===== src/hdl/dms_params.svh =====
// constants for the ddr3 init and mode setup tracker
`ifndef DMS_PARAMS_SVH
`define DMS_PARAMS_SVH
// register byte offsets
`define DMS_REG_CTRL    8'h00
`define DMS_REG_STATUS  8'h04
`define DMS_REG_MR0     8'h08
`define DMS_REG_MR1     8'h0c
`define DMS_REG_MR2     8'h10
`define DMS_REG_MR3     8'h14
`define DMS_REG_BURST   8'h18
`define DMS_REG_ERR     8'h1c
// reset values
`define DMS_TRP_RST     5'h05
// timing: bus clock period and documented times
`define DMS_CLK_NS      5
`define DMS_T_INIT_US   500
`define DMS_INIT_CYC    ((`DMS_T_INIT_US * 1000) / `DMS_CLK_NS)
`define DMS_T_RST_NS    100
`define DMS_RST_CYC     ((`DMS_T_RST_NS + `DMS_CLK_NS - 1) / `DMS_CLK_NS)
`define DMS_CKSTAB_CK   5
`define DMS_XPR_CK      5
`define DMS_DLLK_CK     512
`define DMS_ZQINIT_CK   512
`define DMS_WR_ACT_CK   4
// mode register field positions
`define DMS_MR0_BT      3
`define DMS_MR0_DLLRST  8
`define DMS_MR0_WR_LO   9
`define DMS_MR1_DLLDIS  0
`define DMS_MR1_WLVL    7
`define DMS_MR3_MPR     2
`define DMS_A_AP        10
`define DMS_A_BC        12
// reserved address bits per mode register
`define DMS_RSV_MR0     16'he000
`define DMS_RSV_MR1     16'he500
`define DMS_RSV_MR2     16'hf900
`define DMS_RSV_MR3     16'hfff8
// rtt field masks
`define DMS_RTT_NOM_M   16'h0244
`define DMS_RTT_WR_M    16'h0600
`endif


===== src/hdl/dms_pkg.sv =====
// types shared by the ddr3 init and mode setup tracker
`default_nettype none
package dms_pkg;
    typedef enum logic [1:0] {BL_FIX8, BL_OTF, BL_FIX4, BL_RSV} dms_bl_t;
    typedef enum logic [3:0] {
        ST_RESET, ST_INTINIT, ST_WAIT_CKE, ST_XPR, ST_MR2, ST_MR3,
        ST_MR1, ST_MR0, ST_ZQ, ST_DLL, ST_READY
    } dms_state_t;
endpackage : dms_pkg
`default_nettype wire


===== src/hdl/dms_burst_order.sv =====
// beat order and driver float mask for a burst
`default_nettype none
module dms_burst_order (
    // burst request
    input  wire logic [2:0]  start,
    input  wire logic        ilv,
    input  wire logic        chop,
    input  wire logic        is_wr,
    // per-beat column index and float flag
    output logic      [23:0] order,
    output logic      [7:0]  hiz
);
    genvar b;
    // each read beat: sequential wraps in the nibble, interleave xors the start
    for (b = 0; b < 8; b++) begin : g_beat
        localparam logic [2:0] B = 3'(b);
        logic [2:0] rd;
        assign rd = ilv ? (start ^ B) : {start[2] ^ B[2], 2'(start[1:0] + B[1:0])};
        assign order[3*b +: 3] = is_wr ? (chop ? {start[2], B[1:0]} : B) : rd;
        assign hiz[b] = chop & ~is_wr & B[2];
    end
endmodule : dms_burst_order
`default_nettype wire


===== src/hdl/dms_init_seq.sv =====
// ddr3 power-up, reset and mode register tracker with axi4-lite status
// How it works
// - cke stays low 500 us after reset release for internal init.
// - termination stays off in reset and until cke registers high.
// - mode set is all strobes low; bank bits pick the register.
// - write recovery field with precharge time forms auto-precharge delay.
// - mpr off means mr3 low bits are ignored; on gives a pattern.
// - burst modes fixed chop-4, fixed eight, or chosen per command.
// - fixed chop-4 writes start internally two clocks early.
// - chosen-per-command chop writes start like a burst of eight.
// - chop-4 reads order four beats by start column, then float.
// - write termination applies on writes; none during write leveling.
// - per-command mode: a12 high picks eight, low picks chop-4.
`include "dms_params.svh"
`default_nettype none
module dms_init_seq import dms_pkg::*; #(
    parameter int unsigned INIT_CYC = `DMS_INIT_CYC
) (
    // bus clock and reset
    input  wire logic        aclk,
    input  wire logic        aresetn,
    // memory pins
    input  wire logic        mem_ck,
    input  wire logic        mem_reset_n,
    input  wire logic        mem_cke,
    input  wire logic        mem_cs_n,
    input  wire logic        mem_ras_n,
    input  wire logic        mem_cas_n,
    input  wire logic        mem_we_n,
    input  wire logic        mem_odt,
    input  wire logic [2:0]  mem_ba,
    input  wire logic [15:0] mem_a,
    // device state
    output logic             init_done,
    output logic             term_en,
    output logic             wr_early,
    output logic             burst_chop,
    output logic      [23:0] rd_order,
    output logic      [7:0]  rd_hiz,
    // axi4-lite write
    input  wire logic [7:0]  s_awaddr,
    input  wire logic        s_awvalid,
    output logic             s_awready,
    input  wire logic [31:0] s_wdata,
    input  wire logic [3:0]  s_wstrb,
    input  wire logic        s_wvalid,
    output logic             s_wready,
    output logic      [1:0]  s_bresp,
    output logic             s_bvalid,
    input  wire logic        s_bready,
    // axi4-lite read
    input  wire logic [7:0]  s_araddr,
    input  wire logic        s_arvalid,
    output logic             s_arready,
    output logic      [31:0] s_rdata,
    output logic      [1:0]  s_rresp,
    output logic             s_rvalid,
    input  wire logic        s_rready
);
    localparam int DLL_CK = (`DMS_DLLK_CK > `DMS_ZQINIT_CK) ? `DMS_DLLK_CK : `DMS_ZQINIT_CK;

    // synchronised pins
    logic [26:0] pin_s;
    logic        ck_s, rst_s, cke_s, cs_s, ras_s, cas_s, we_s, odt_s;
    logic [2:0]  ba_s;
    logic [15:0] a_s;
    dms_sync #(.W(27)) u_sync (
        .clk   (aclk),
        .rst_n (aresetn),
        .din   ({mem_ck, mem_reset_n, mem_cke, mem_cs_n, mem_ras_n, mem_cas_n,
                 mem_we_n, mem_odt, mem_ba, mem_a}),
        .dout  (pin_s)
    );
    assign {ck_s, rst_s, cke_s, cs_s, ras_s, cas_s, we_s, odt_s, ba_s, a_s} = pin_s;

    // sequencer state
    dms_state_t  st_q, st_d;
    logic [16:0] cnt_q, cnt_d;
    logic [4:0]  rcnt_q, rcnt_d;
    logic [9:0]  ckc_q, ckc_d;
    logic        ck_p_q, nop_q, nop_d, ckeh_q, ckeh_d, odt_r_q, odt_r_d;
    logic [15:0] mr_q [4];
    logic [15:0] mr_d [4];
    logic        chop_q, chop_d, isw_q, isw_d, early_q, early_d, term_q, term_d;
    logic [2:0]  start_q, start_d, wact_q, wact_d;
    logic [23:0] ord_q, ord_w;
    logic [7:0]  hiz_q, hiz_w;
    logic [5:0]  tdal_q, tdal_d;
    logic        done_q;
    logic [10:0] err_set;
    // bus state
    logic [10:0] err_q, err_d;
    logic [4:0]  trp_q, trp_d;
    logic [7:0]  awa_q, awa_d;
    logic [31:0] wd_q, wd_d, rd_q, rd_d;
    logic [3:0]  ws_q, ws_d;
    logic        awf_q, awf_d, wf_q, wf_d, awr_q, awr_d, wr_q, wr_d;
    logic        bv_q, bv_d, arr_q, arr_d, rv_q, rv_d;
    logic [1:0]  br_q, br_d, rr_q, rr_d;

    // command decode on the sampled memory clock edge
    logic    ck_rise, nop, mrs, zqcl, rdwr, post_cke, mrs_ok, rsv_bad;
    dms_bl_t bl;
    assign ck_rise  = ck_s & ~ck_p_q;
    assign nop      = cs_s | (ras_s & cas_s & we_s);
    assign mrs      = ~cs_s & ~ras_s & ~cas_s & ~we_s;
    assign zqcl     = ~cs_s & ras_s & cas_s & ~we_s & a_s[`DMS_A_AP];
    assign rdwr     = ~cs_s & ras_s & ~cas_s;
    assign bl       = dms_bl_t'(mr_q[0][1:0]);
    assign post_cke = st_q inside {ST_XPR, ST_MR2, ST_MR3, ST_MR1, ST_MR0, ST_ZQ, ST_DLL};
    // expected register of each load step, with the dll bit for mr1 and mr0
    always_comb begin
        unique case (st_q)
            ST_MR2:  mrs_ok = (ba_s == 3'h2);
            ST_MR3:  mrs_ok = (ba_s == 3'h3);
            ST_MR1:  mrs_ok = (ba_s == 3'h1) & ~a_s[`DMS_MR1_DLLDIS];
            ST_MR0:  mrs_ok = (ba_s == 3'h0) & a_s[`DMS_MR0_DLLRST];
            default: mrs_ok = 1'b0;
        endcase
    end
    // reserved bits per selected register
    always_comb begin
        unique case (ba_s[1:0])
            2'h0: rsv_bad = |(a_s & `DMS_RSV_MR0);
            2'h1: rsv_bad = |(a_s & `DMS_RSV_MR1);
            2'h2: rsv_bad = |(a_s & `DMS_RSV_MR2);
            2'h3: rsv_bad = |(a_s & `DMS_RSV_MR3);
        endcase
        rsv_bad = rsv_bad | ba_s[2];
    end

    // sequencer next state
    always_comb begin
        st_d = st_q; cnt_d = cnt_q; rcnt_d = rcnt_q; ckc_d = ckc_q; nop_d = nop_q;
        ckeh_d = ckeh_q; odt_r_d = odt_r_q; mr_d = mr_q; chop_d = chop_q;
        isw_d = isw_q; early_d = early_q; start_d = start_q; wact_d = wact_q;
        err_set = 11'h000;
        if (ck_rise && wact_q != 3'h0) wact_d = wact_q - 3'h1;
        if (ck_rise && ckc_q != 10'h3ff) ckc_d = ckc_q + 10'h001;
        if (!rst_s) begin
            st_d = ST_RESET;
            ckeh_d = 1'b0;
            if (rcnt_q != 5'h1f) rcnt_d = rcnt_q + 5'h01;
        end else begin
            unique case (st_q)
                ST_RESET: begin
                    err_set[8] = (rcnt_q < 5'(`DMS_RST_CYC));
                    err_set[1] = cke_s;
                    st_d = ST_INTINIT; cnt_d = '0; ckc_d = '0; nop_d = 1'b0; rcnt_d = '0;
                end
                ST_INTINIT: begin
                    err_set[0] = cke_s;
                    cnt_d = cnt_q + 17'h00001;
                    if (cnt_q == 17'(INIT_CYC - 1)) st_d = ST_WAIT_CKE;
                    if (ck_rise && nop) nop_d = 1'b1;
                end
                ST_WAIT_CKE: begin
                    if (ck_rise && !cke_s && nop) nop_d = 1'b1;
                    if (ck_rise && cke_s) begin
                        err_set[2]  = ~nop_q;
                        err_set[10] = (ckc_q < 10'(`DMS_CKSTAB_CK));
                        ckeh_d = 1'b1; odt_r_d = odt_s; cnt_d = '0; st_d = ST_XPR;
                    end
                end
                ST_XPR: if (ck_rise) begin
                    err_set[5] = mrs & ~cs_s;
                    cnt_d = cnt_q + 17'h00001;
                    if (cnt_q == 17'(`DMS_XPR_CK - 2)) st_d = ST_MR2;
                end
                ST_MR2, ST_MR3, ST_MR1, ST_MR0: if (ck_rise && !nop) begin
                    err_set[6] = ~(mrs & mrs_ok);
                    if (mrs && mrs_ok) st_d = dms_state_t'(st_q + 4'h1);
                end
                ST_ZQ: if (ck_rise && !nop) begin
                    err_set[6] = ~zqcl;
                    if (zqcl) begin st_d = ST_DLL; cnt_d = '0; end
                end
                ST_DLL: if (ck_rise) begin
                    err_set[6] = ~nop;
                    cnt_d = cnt_q + 17'h00001;
                    if (cnt_q == 17'(DLL_CK - 1)) st_d = ST_READY;
                end
                ST_READY: if (ck_rise && rdwr) begin
                    isw_d   = ~we_s;
                    start_d = a_s[2:0];
                    chop_d  = (bl == BL_FIX4) | ((bl == BL_OTF) & ~a_s[`DMS_A_BC]);
                    early_d = ~we_s & (bl == BL_FIX4);
                    if (!we_s) wact_d = 3'(`DMS_WR_ACT_CK);
                end
            endcase
            if (post_cke && ck_rise) begin
                err_set[3] = ~cke_s;
                err_set[4] = odt_s ^ odt_r_q;
            end
            if (ck_rise && mrs && !cs_s && st_q inside {ST_MR2, ST_MR3, ST_MR1, ST_MR0,
                                                         ST_ZQ, ST_DLL, ST_READY}) begin
                mr_d[ba_s[1:0]] = a_s;
                err_set[7] = rsv_bad;
                err_set[9] = (ba_s[1:0] == 2'h0) & (a_s[1:0] == 2'h3);
            end
        end
    end

    // derived outputs: termination, auto-precharge delay, burst order
    logic rtt_nom_on, rtt_wr_on, wlvl, mpr_en;
    logic [1:0] mpr_loc;
    assign rtt_nom_on = |(mr_q[1] & `DMS_RTT_NOM_M);
    assign rtt_wr_on  = |(mr_q[2] & `DMS_RTT_WR_M);
    assign wlvl       = mr_q[1][`DMS_MR1_WLVL];
    assign mpr_en     = mr_q[3][`DMS_MR3_MPR];
    assign mpr_loc    = mpr_en ? mr_q[3][1:0] : 2'h0;
    // termination is off until cke is registered high after reset
    assign term_d = ckeh_d & ((odt_s & rtt_nom_on) |
                    ((wact_q != 3'h0) & rtt_wr_on & ~wlvl));
    assign tdal_d = 6'(mr_q[0][11:`DMS_MR0_WR_LO]) + 6'(trp_q);
    dms_burst_order u_ord (
        .start (start_q),
        .ilv   (mr_q[0][`DMS_MR0_BT]),
        .chop  (chop_q),
        .is_wr (isw_q),
        .order (ord_w),
        .hiz   (hiz_w)
    );

    // sequencer registers
    always_ff @(posedge aclk) begin
        if (!aresetn) begin
            st_q <= ST_RESET; cnt_q <= '0; rcnt_q <= '0; ckc_q <= '0; ck_p_q <= 1'b0;
            nop_q <= 1'b0; ckeh_q <= 1'b0; odt_r_q <= 1'b0;
            for (int i = 0; i < 4; i++) mr_q[i] <= 16'h0000;
            chop_q <= 1'b0; isw_q <= 1'b0; early_q <= 1'b0; start_q <= 3'h0;
            wact_q <= 3'h0; term_q <= 1'b0; tdal_q <= 6'h00; ord_q <= 24'h000000;
            hiz_q <= 8'h00; done_q <= 1'b0;
        end else begin
            st_q <= st_d; cnt_q <= cnt_d; rcnt_q <= rcnt_d; ckc_q <= ckc_d;
            ck_p_q <= ck_s; nop_q <= nop_d; ckeh_q <= ckeh_d; odt_r_q <= odt_r_d;
            mr_q <= mr_d; chop_q <= chop_d; isw_q <= isw_d; early_q <= early_d;
            start_q <= start_d; wact_q <= wact_d; term_q <= term_d; tdal_q <= tdal_d;
            ord_q <= ord_w; hiz_q <= hiz_w;
            done_q <= (st_d == ST_READY); // ready flag from its own flop
        end
    end
    assign init_done  = done_q;
    assign term_en    = term_q;
    assign wr_early   = early_q;
    assign burst_chop = chop_q;
    assign rd_order   = ord_q;
    assign rd_hiz     = hiz_q;

    // axi4-lite slave next state; errors are write-one-to-clear, set wins
    logic aw_t, w_t, do_w, clr;
    always_comb begin
        aw_t = s_awvalid & awr_q;
        w_t  = s_wvalid & wr_q;
        awa_d = aw_t ? s_awaddr : awa_q;
        wd_d  = w_t ? s_wdata : wd_q;
        ws_d  = w_t ? s_wstrb : ws_q;
        awf_d = awf_q | aw_t;
        wf_d  = wf_q | w_t;
        bv_d  = bv_q & ~s_bready;
        br_d  = br_q;
        trp_d = trp_q;
        clr   = 1'b0;
        do_w  = awf_d & wf_d & ~bv_q;
        if (do_w) begin
            awf_d = 1'b0; wf_d = 1'b0; bv_d = 1'b1; br_d = 2'b00;
            if (awa_d == `DMS_REG_CTRL) begin
                if (ws_d[0]) trp_d = wd_d[4:0];
            end else if (awa_d == `DMS_REG_ERR) begin
                clr = 1'b1;
            end else begin
                br_d = 2'b10;
            end
        end
        err_d = (err_q & ~(clr ? ({ws_d[1], ws_d[1], ws_d[1], {8{ws_d[0]}}} & wd_d[10:0])
                                : 11'h000)) | err_set;
        awr_d = ~awf_d & ~bv_d;
        wr_d  = ~wf_d & ~bv_d;
        rv_d  = rv_q & ~s_rready;
        rd_d  = rd_q;
        rr_d  = rr_q;
        if (s_arvalid && arr_q) begin
            rv_d = 1'b1; rr_d = 2'b00;
            unique case (s_araddr)
                `DMS_REG_CTRL:   rd_d = {27'h0, trp_q};
                `DMS_REG_STATUS: rd_d = {22'h0, mpr_loc, mpr_en, term_q, (st_q == ST_READY),
                                         1'b0, st_q};
                `DMS_REG_MR0:    rd_d = {16'h0, mr_q[0]};
                `DMS_REG_MR1:    rd_d = {16'h0, mr_q[1]};
                `DMS_REG_MR2:    rd_d = {16'h0, mr_q[2]};
                `DMS_REG_MR3:    rd_d = {16'h0, mr_q[3]};
                `DMS_REG_BURST:  rd_d = {20'h0, tdal_q, early_q, isw_q, chop_q, start_q};
                `DMS_REG_ERR:    rd_d = {21'h0, err_q};
                default: begin
                    rd_d = 32'h0000_0000; rr_d = 2'b10;
                end
            endcase
        end
        arr_d = ~rv_d;
    end

    // axi4-lite slave registers
    always_ff @(posedge aclk) begin
        if (!aresetn) begin
            err_q <= 11'h000; trp_q <= `DMS_TRP_RST; awa_q <= 8'h00; wd_q <= 32'h0;
            ws_q <= 4'h0; awf_q <= 1'b0; wf_q <= 1'b0; awr_q <= 1'b0; wr_q <= 1'b0;
            bv_q <= 1'b0; br_q <= 2'b00; arr_q <= 1'b0; rv_q <= 1'b0; rd_q <= 32'h0;
            rr_q <= 2'b00;
        end else begin
            err_q <= err_d; trp_q <= trp_d; awa_q <= awa_d; wd_q <= wd_d; ws_q <= ws_d;
            awf_q <= awf_d; wf_q <= wf_d; awr_q <= awr_d; wr_q <= wr_d; bv_q <= bv_d;
            br_q <= br_d; arr_q <= arr_d; rv_q <= rv_d; rd_q <= rd_d; rr_q <= rr_d;
        end
    end
    assign s_awready = awr_q;
    assign s_wready  = wr_q;
    assign s_bvalid  = bv_q;
    assign s_bresp   = br_q;
    assign s_arready = arr_q;
    assign s_rvalid  = rv_q;
    assign s_rdata   = rd_q;
    assign s_rresp   = rr_q;
endmodule : dms_init_seq
`default_nettype wire


===== src/hdl/dms_sync.sv =====
// two flip-flop synchroniser for pin inputs
`default_nettype none
module dms_sync #(
    parameter int W = 1
) (
    // clock and reset
    input  wire logic         clk,
    input  wire logic         rst_n,
    // async in, synced out
    input  wire logic [W-1:0] din,
    output logic      [W-1:0] dout
);
    genvar i;
    // one two-stage chain per bit; first stage feeds only the second
    for (i = 0; i < W; i++) begin : g_bit
        logic m_q;
        logic s_q;
        always_ff @(posedge clk) begin
            if (!rst_n) begin
                m_q <= 1'b0;
                s_q <= 1'b0;
            end else begin
                m_q <= din[i];
                s_q <= m_q;
            end
        end
        assign dout[i] = s_q;
    end
endmodule : dms_sync
`default_nettype wire


===== config.mk =====
export PLATFORM = sky130hd
export DESIGN_NAME = dms_init_seq
export DESIGN_NICKNAME = d
export VERILOG_FILES = /design/src/hdl/dms_pkg.sv /design/src/hdl/dms_burst_order.sv /design/src/hdl/dms_init_seq.sv /design/src/hdl/dms_sync.sv
export VERILOG_INCLUDE_DIRS = /design/src /design/src/hdl
export SDC_FILE = /design/constraint.sdc
export NUM_CORES = 1
export LEC_CHECK = 0
export ABC_CLOCK_PERIOD_IN_PS = 6200
export BUFFER_PORTS_ARGS = -buffer_cell sky130_fd_sc_hd__buf_2
export CAP_MARGIN = 0
export CORE_MARGIN = 10
export CORE_UTILIZATION = 45
export DETAILED_ROUTE_END_ITERATION = 16
export MAX_ROUTING_LAYER = met4
export PLACE_DENSITY = 0.65
export SLEW_MARGIN = 40
export SYNTH_ARGS = -nofsm -noshare
export SYNTH_HDL_FRONTEND = slang
export SYNTH_SLANG_ARGS = --single-unit

===== constraint.sdc =====
create_clock -name aclk -period 6.2 [get_ports aclk]
set_input_delay 0.93 -clock aclk [delete_from_list [all_inputs] [get_ports aclk]]
set_output_delay 0.93 -clock aclk [all_outputs]
set_load 0.05 [all_outputs]

==> results.tsv <==
metric	value	unit
CP endpoint	cnt_q[1]	
top routing layer used	met4	
M1 wire length	12500	um
Hold Crit Depth	1	
1st-iter DRT viols	542	
IO buf count	117	
dominant synthesized flop cell	dfxtp_1	
clk_skew	11.3	ps
fin cells	1559	
Num Clock Sinks	246	
GRT overflow	0	
VDD IR max	156	uV
Pwr Density	280	nW/um2
clock buffer count from CTS	26	
post-route setup TNS	0	ps
Worst Setup Path Type	reg2reg	
share of cells above drive strength 1	16.5	%
wire length per cell	17.0	um
met2 wire length	11600	um
outcome	finished, final reports clean	
Final Max Tran Viols	0	
Worst-Margin Slew	774	ps
clock buffer depth	3	
Pleak	0.00515	uW
fillers	2180	
post-CTS sizing	0	
Worst Reg-to-Reg Cells	8	
maxcap violations	0	
first drt pass iteration count	5	
dpl ws	3000	ps
Clock Latency Late Sink	530	ps
slew margin rel.	48.4	%
worst reg2reg path endpoint	cnt_q[1]	
Startpoint Class	register	
Worst Hold Class	reg2reg	
Max FO, Critical Path	28	
overall die width	176	um
met3 wire length	1800	um
Nets	1321	
pin count of the biggest net entering global routing	72	
Remaining DRCs	0	
# setup viols final	0	
hold_buf cts	0	
Crit path required time	6580	ps
Fin. Hold Viols	0	
Synth Area per Inst	9.50	um2
crit path setup slack, layout	3000	ps
row cnt	56	
Vias	8183	
Post-Syn Area	10900	um2
Synth cell types	73	
Placed Cells	1511	
asr flop ratio synth	0	%
fin crit period	3200	ps
post-synth top area share	45.2	%
Post-DP HPWL	18800	um
DIE AREA	30800	um2
global-route wire length before repair	42200	um
R2R Path Start	st_q[0]	
setup bufs post-CTS	0	
H-tree depth	1	
vias in the first global route	7916	
Synth area leaders	dfxtp_1, mux2i_1, nor2b_1, and2_1, nand2_1	
clock-pin slew on the worst setup and hold paths	60	ps
post-route ant nets	0	
Post-synth EDFFs	0	
RSZ-0062 raised after global routing	false	
core footprint	23600	um2
Initial Util	46.1	%
root buf cell	clkbuf_16	
flops & latches, synth	246	
vias per inst	5.25	
Ports	163	
initial antenna violation count	0	
Reg2Reg Setup Slack	3000	ps
TritonCTS clock tree	yes	
crit path launch	st_q[0]	
GPL Wtd Cong	0.945	
sequential-to-total area share from yosys stat	45.2	%
Yosys warnings	0	
synthesis-to-finish area growth	13.2	%
final wirelength	26600	um
highest clock rate	313	MHz
CP Data Arrival Time	3580	ps
CP Capture Type	register	
gr usage total	17.0	%
Diodes inserted	0	
Final period util	51.6	%
Synth area leader	dfxtp_1	
die height	176	um
Cells after Synth	1146	
==> worst max-delay path: stages (launching register included) <==
cell,delay [ps]
dfxtp_1,410
inv_1,200
ha_1,450
o21bai_1,130
a21oi_1,350
nand3_1,180
a21o_1,480
o21ai_2,740
nor2_1,120
==> layout by cell type (no fill, tap or decap), types with 11 or more instances in the layout <==
master / synthesis / routed
a21boi_0: 23 / 23
a21oi_1: 43 / 43
and2_1: 69 / 69
buf_2: 9 / 116
clkbuf_16: 0 / 27
conb_1: 1 / 22
dfxtp_1: 246 / 246
ha_1: 14 / 14
inv_1: 23 / 23
mux2i_1: 86 / 86
nand2_1: 89 / 88
nand3_1: 23 / 23
nand4_1: 11 / 11
nor2_1: 55 / 53
nor2b_1: 97 / 97
nor3_1: 14 / 13
o21ai_0: 47 / 47
o31ai_1: 13 / 13
or3_1: 11 / 11
or4_1: 15 / 15
==> synth_stat cells (14+ instances only) <==
| library cell | number |
|---|---|
| a21boi_0 | 23 |
| nor2b_1 | 97 |
| a21oi_1 | 43 |
| nand2_1 | 89 |
| nor2_1 | 55 |
| clkbuf_1 | 33 |
| buf_4 | 44 |
| nor3_1 | 14 |
| ha_1 | 14 |
| dfxtp_1 | 246 |
| inv_1 | 23 |
| or4_1 | 15 |
| nand3_1 | 23 |
| and2_1 | 69 |
| mux2i_1 | 86 |
| o21ai_0 | 47 |
==> flip-flops by register name, summed over array words and instances, names as in the netlist, 2 cells and up <==
| register | flops |
|---|---|
| awa_q | 8 |
| bl | 2 |
| ckc_q | 10 |
| cnt_q | 17 |
| err_q | 11 |
| mr_q | 61 |
| rcnt_q | 5 |
| rd_order | 8 |
| s_rdata | 16 |
| st_q | 4 |
| start_q | 3 |
| tdal_q | 6 |
| trp_q | 5 |
| u_sync.g_bit.m_q | 27 |
| u_sync.g_bit.s_q | 27 |
| wact_q | 3 |
| wd_q | 11 |
| ws_q | 2 |
==> cells by family after synthesis <==
family                     share of synthesized area, %
AOI/OAI and AO/OA                                  12.6
xor gates and xnor gates                           1.21
adders and majority gates                          1.79
buffers and inverters                              6.28
DFF                                                45.2
muxes                                              10.4
other                                            0.0344
and+or+nand+nor                                    22.5
==> layer usage <==
| layer | global-route usage (%) | vias up |
|---|---|---|
| met1 | 22.3 | 3794 |
| met3 | 3.43 | 51 |
| met2 | 25.9 | 240 |
| li1 | - | 4098 |
| met4 | 5.23 | 0 |
| met5 | - | - |
==> layout make-up <==
| class | instances | area [um2] | area share, % |
|---|---|---|---|
| multi-input combinational | 800 | 5390 | 43.7 |
| sequential | 246 | 4920 | 40.0 |
| timing repair buffer | 122 | 626 | 5.08 |
| clock inverter | 5 | 75.1 | 0.609 |
| tap | 319 | 399 | 3.24 |
| inverter | 24 | 90.1 | 0.731 |
| clock buffer | 43 | 816 | 6.62 |
==> through the flow <==
| step | utilization, % | total power [uW] | cell area, um2 | hold slack, ps |
|---|---|---|---|---|
| 3_5_place_dp | 48.4 | 1890 | 11400 | 410 |
| 4_1_cts | 52.1 | 3480 | 12300 | 418 |
| 3_3_place_gp | 48.3 | 1890 | 11400 | 406 |
| 2_1_floorplan | - | 1840 | 11000 | 398 |
| 5_1_grt | 52.2 | 3570 | 12300 | 423 |
| 6_report | 52.2 | 3450 | 12300 | 415 |
==> worst min-delay path by stage <==
stage | startpoint | end | slack, ps
2_1_floorplan | wf_q | s_wready | 400
4_1_cts | wf_q | s_wready | 420
5_1_grt | wf_q | s_wready | 420
3_3_place_gp | wf_q | s_wready | 410
3_5_place_dp | wf_q | s_wready | 410
6_report | wf_q | s_wready | 420
==> power breakdown <==
group | internal, uW | switching [uW]
logic | 69.9 | 145
registers | 1610 | 26.7
clock network | 975 | 616
Power figures use the tool's default switching activity.
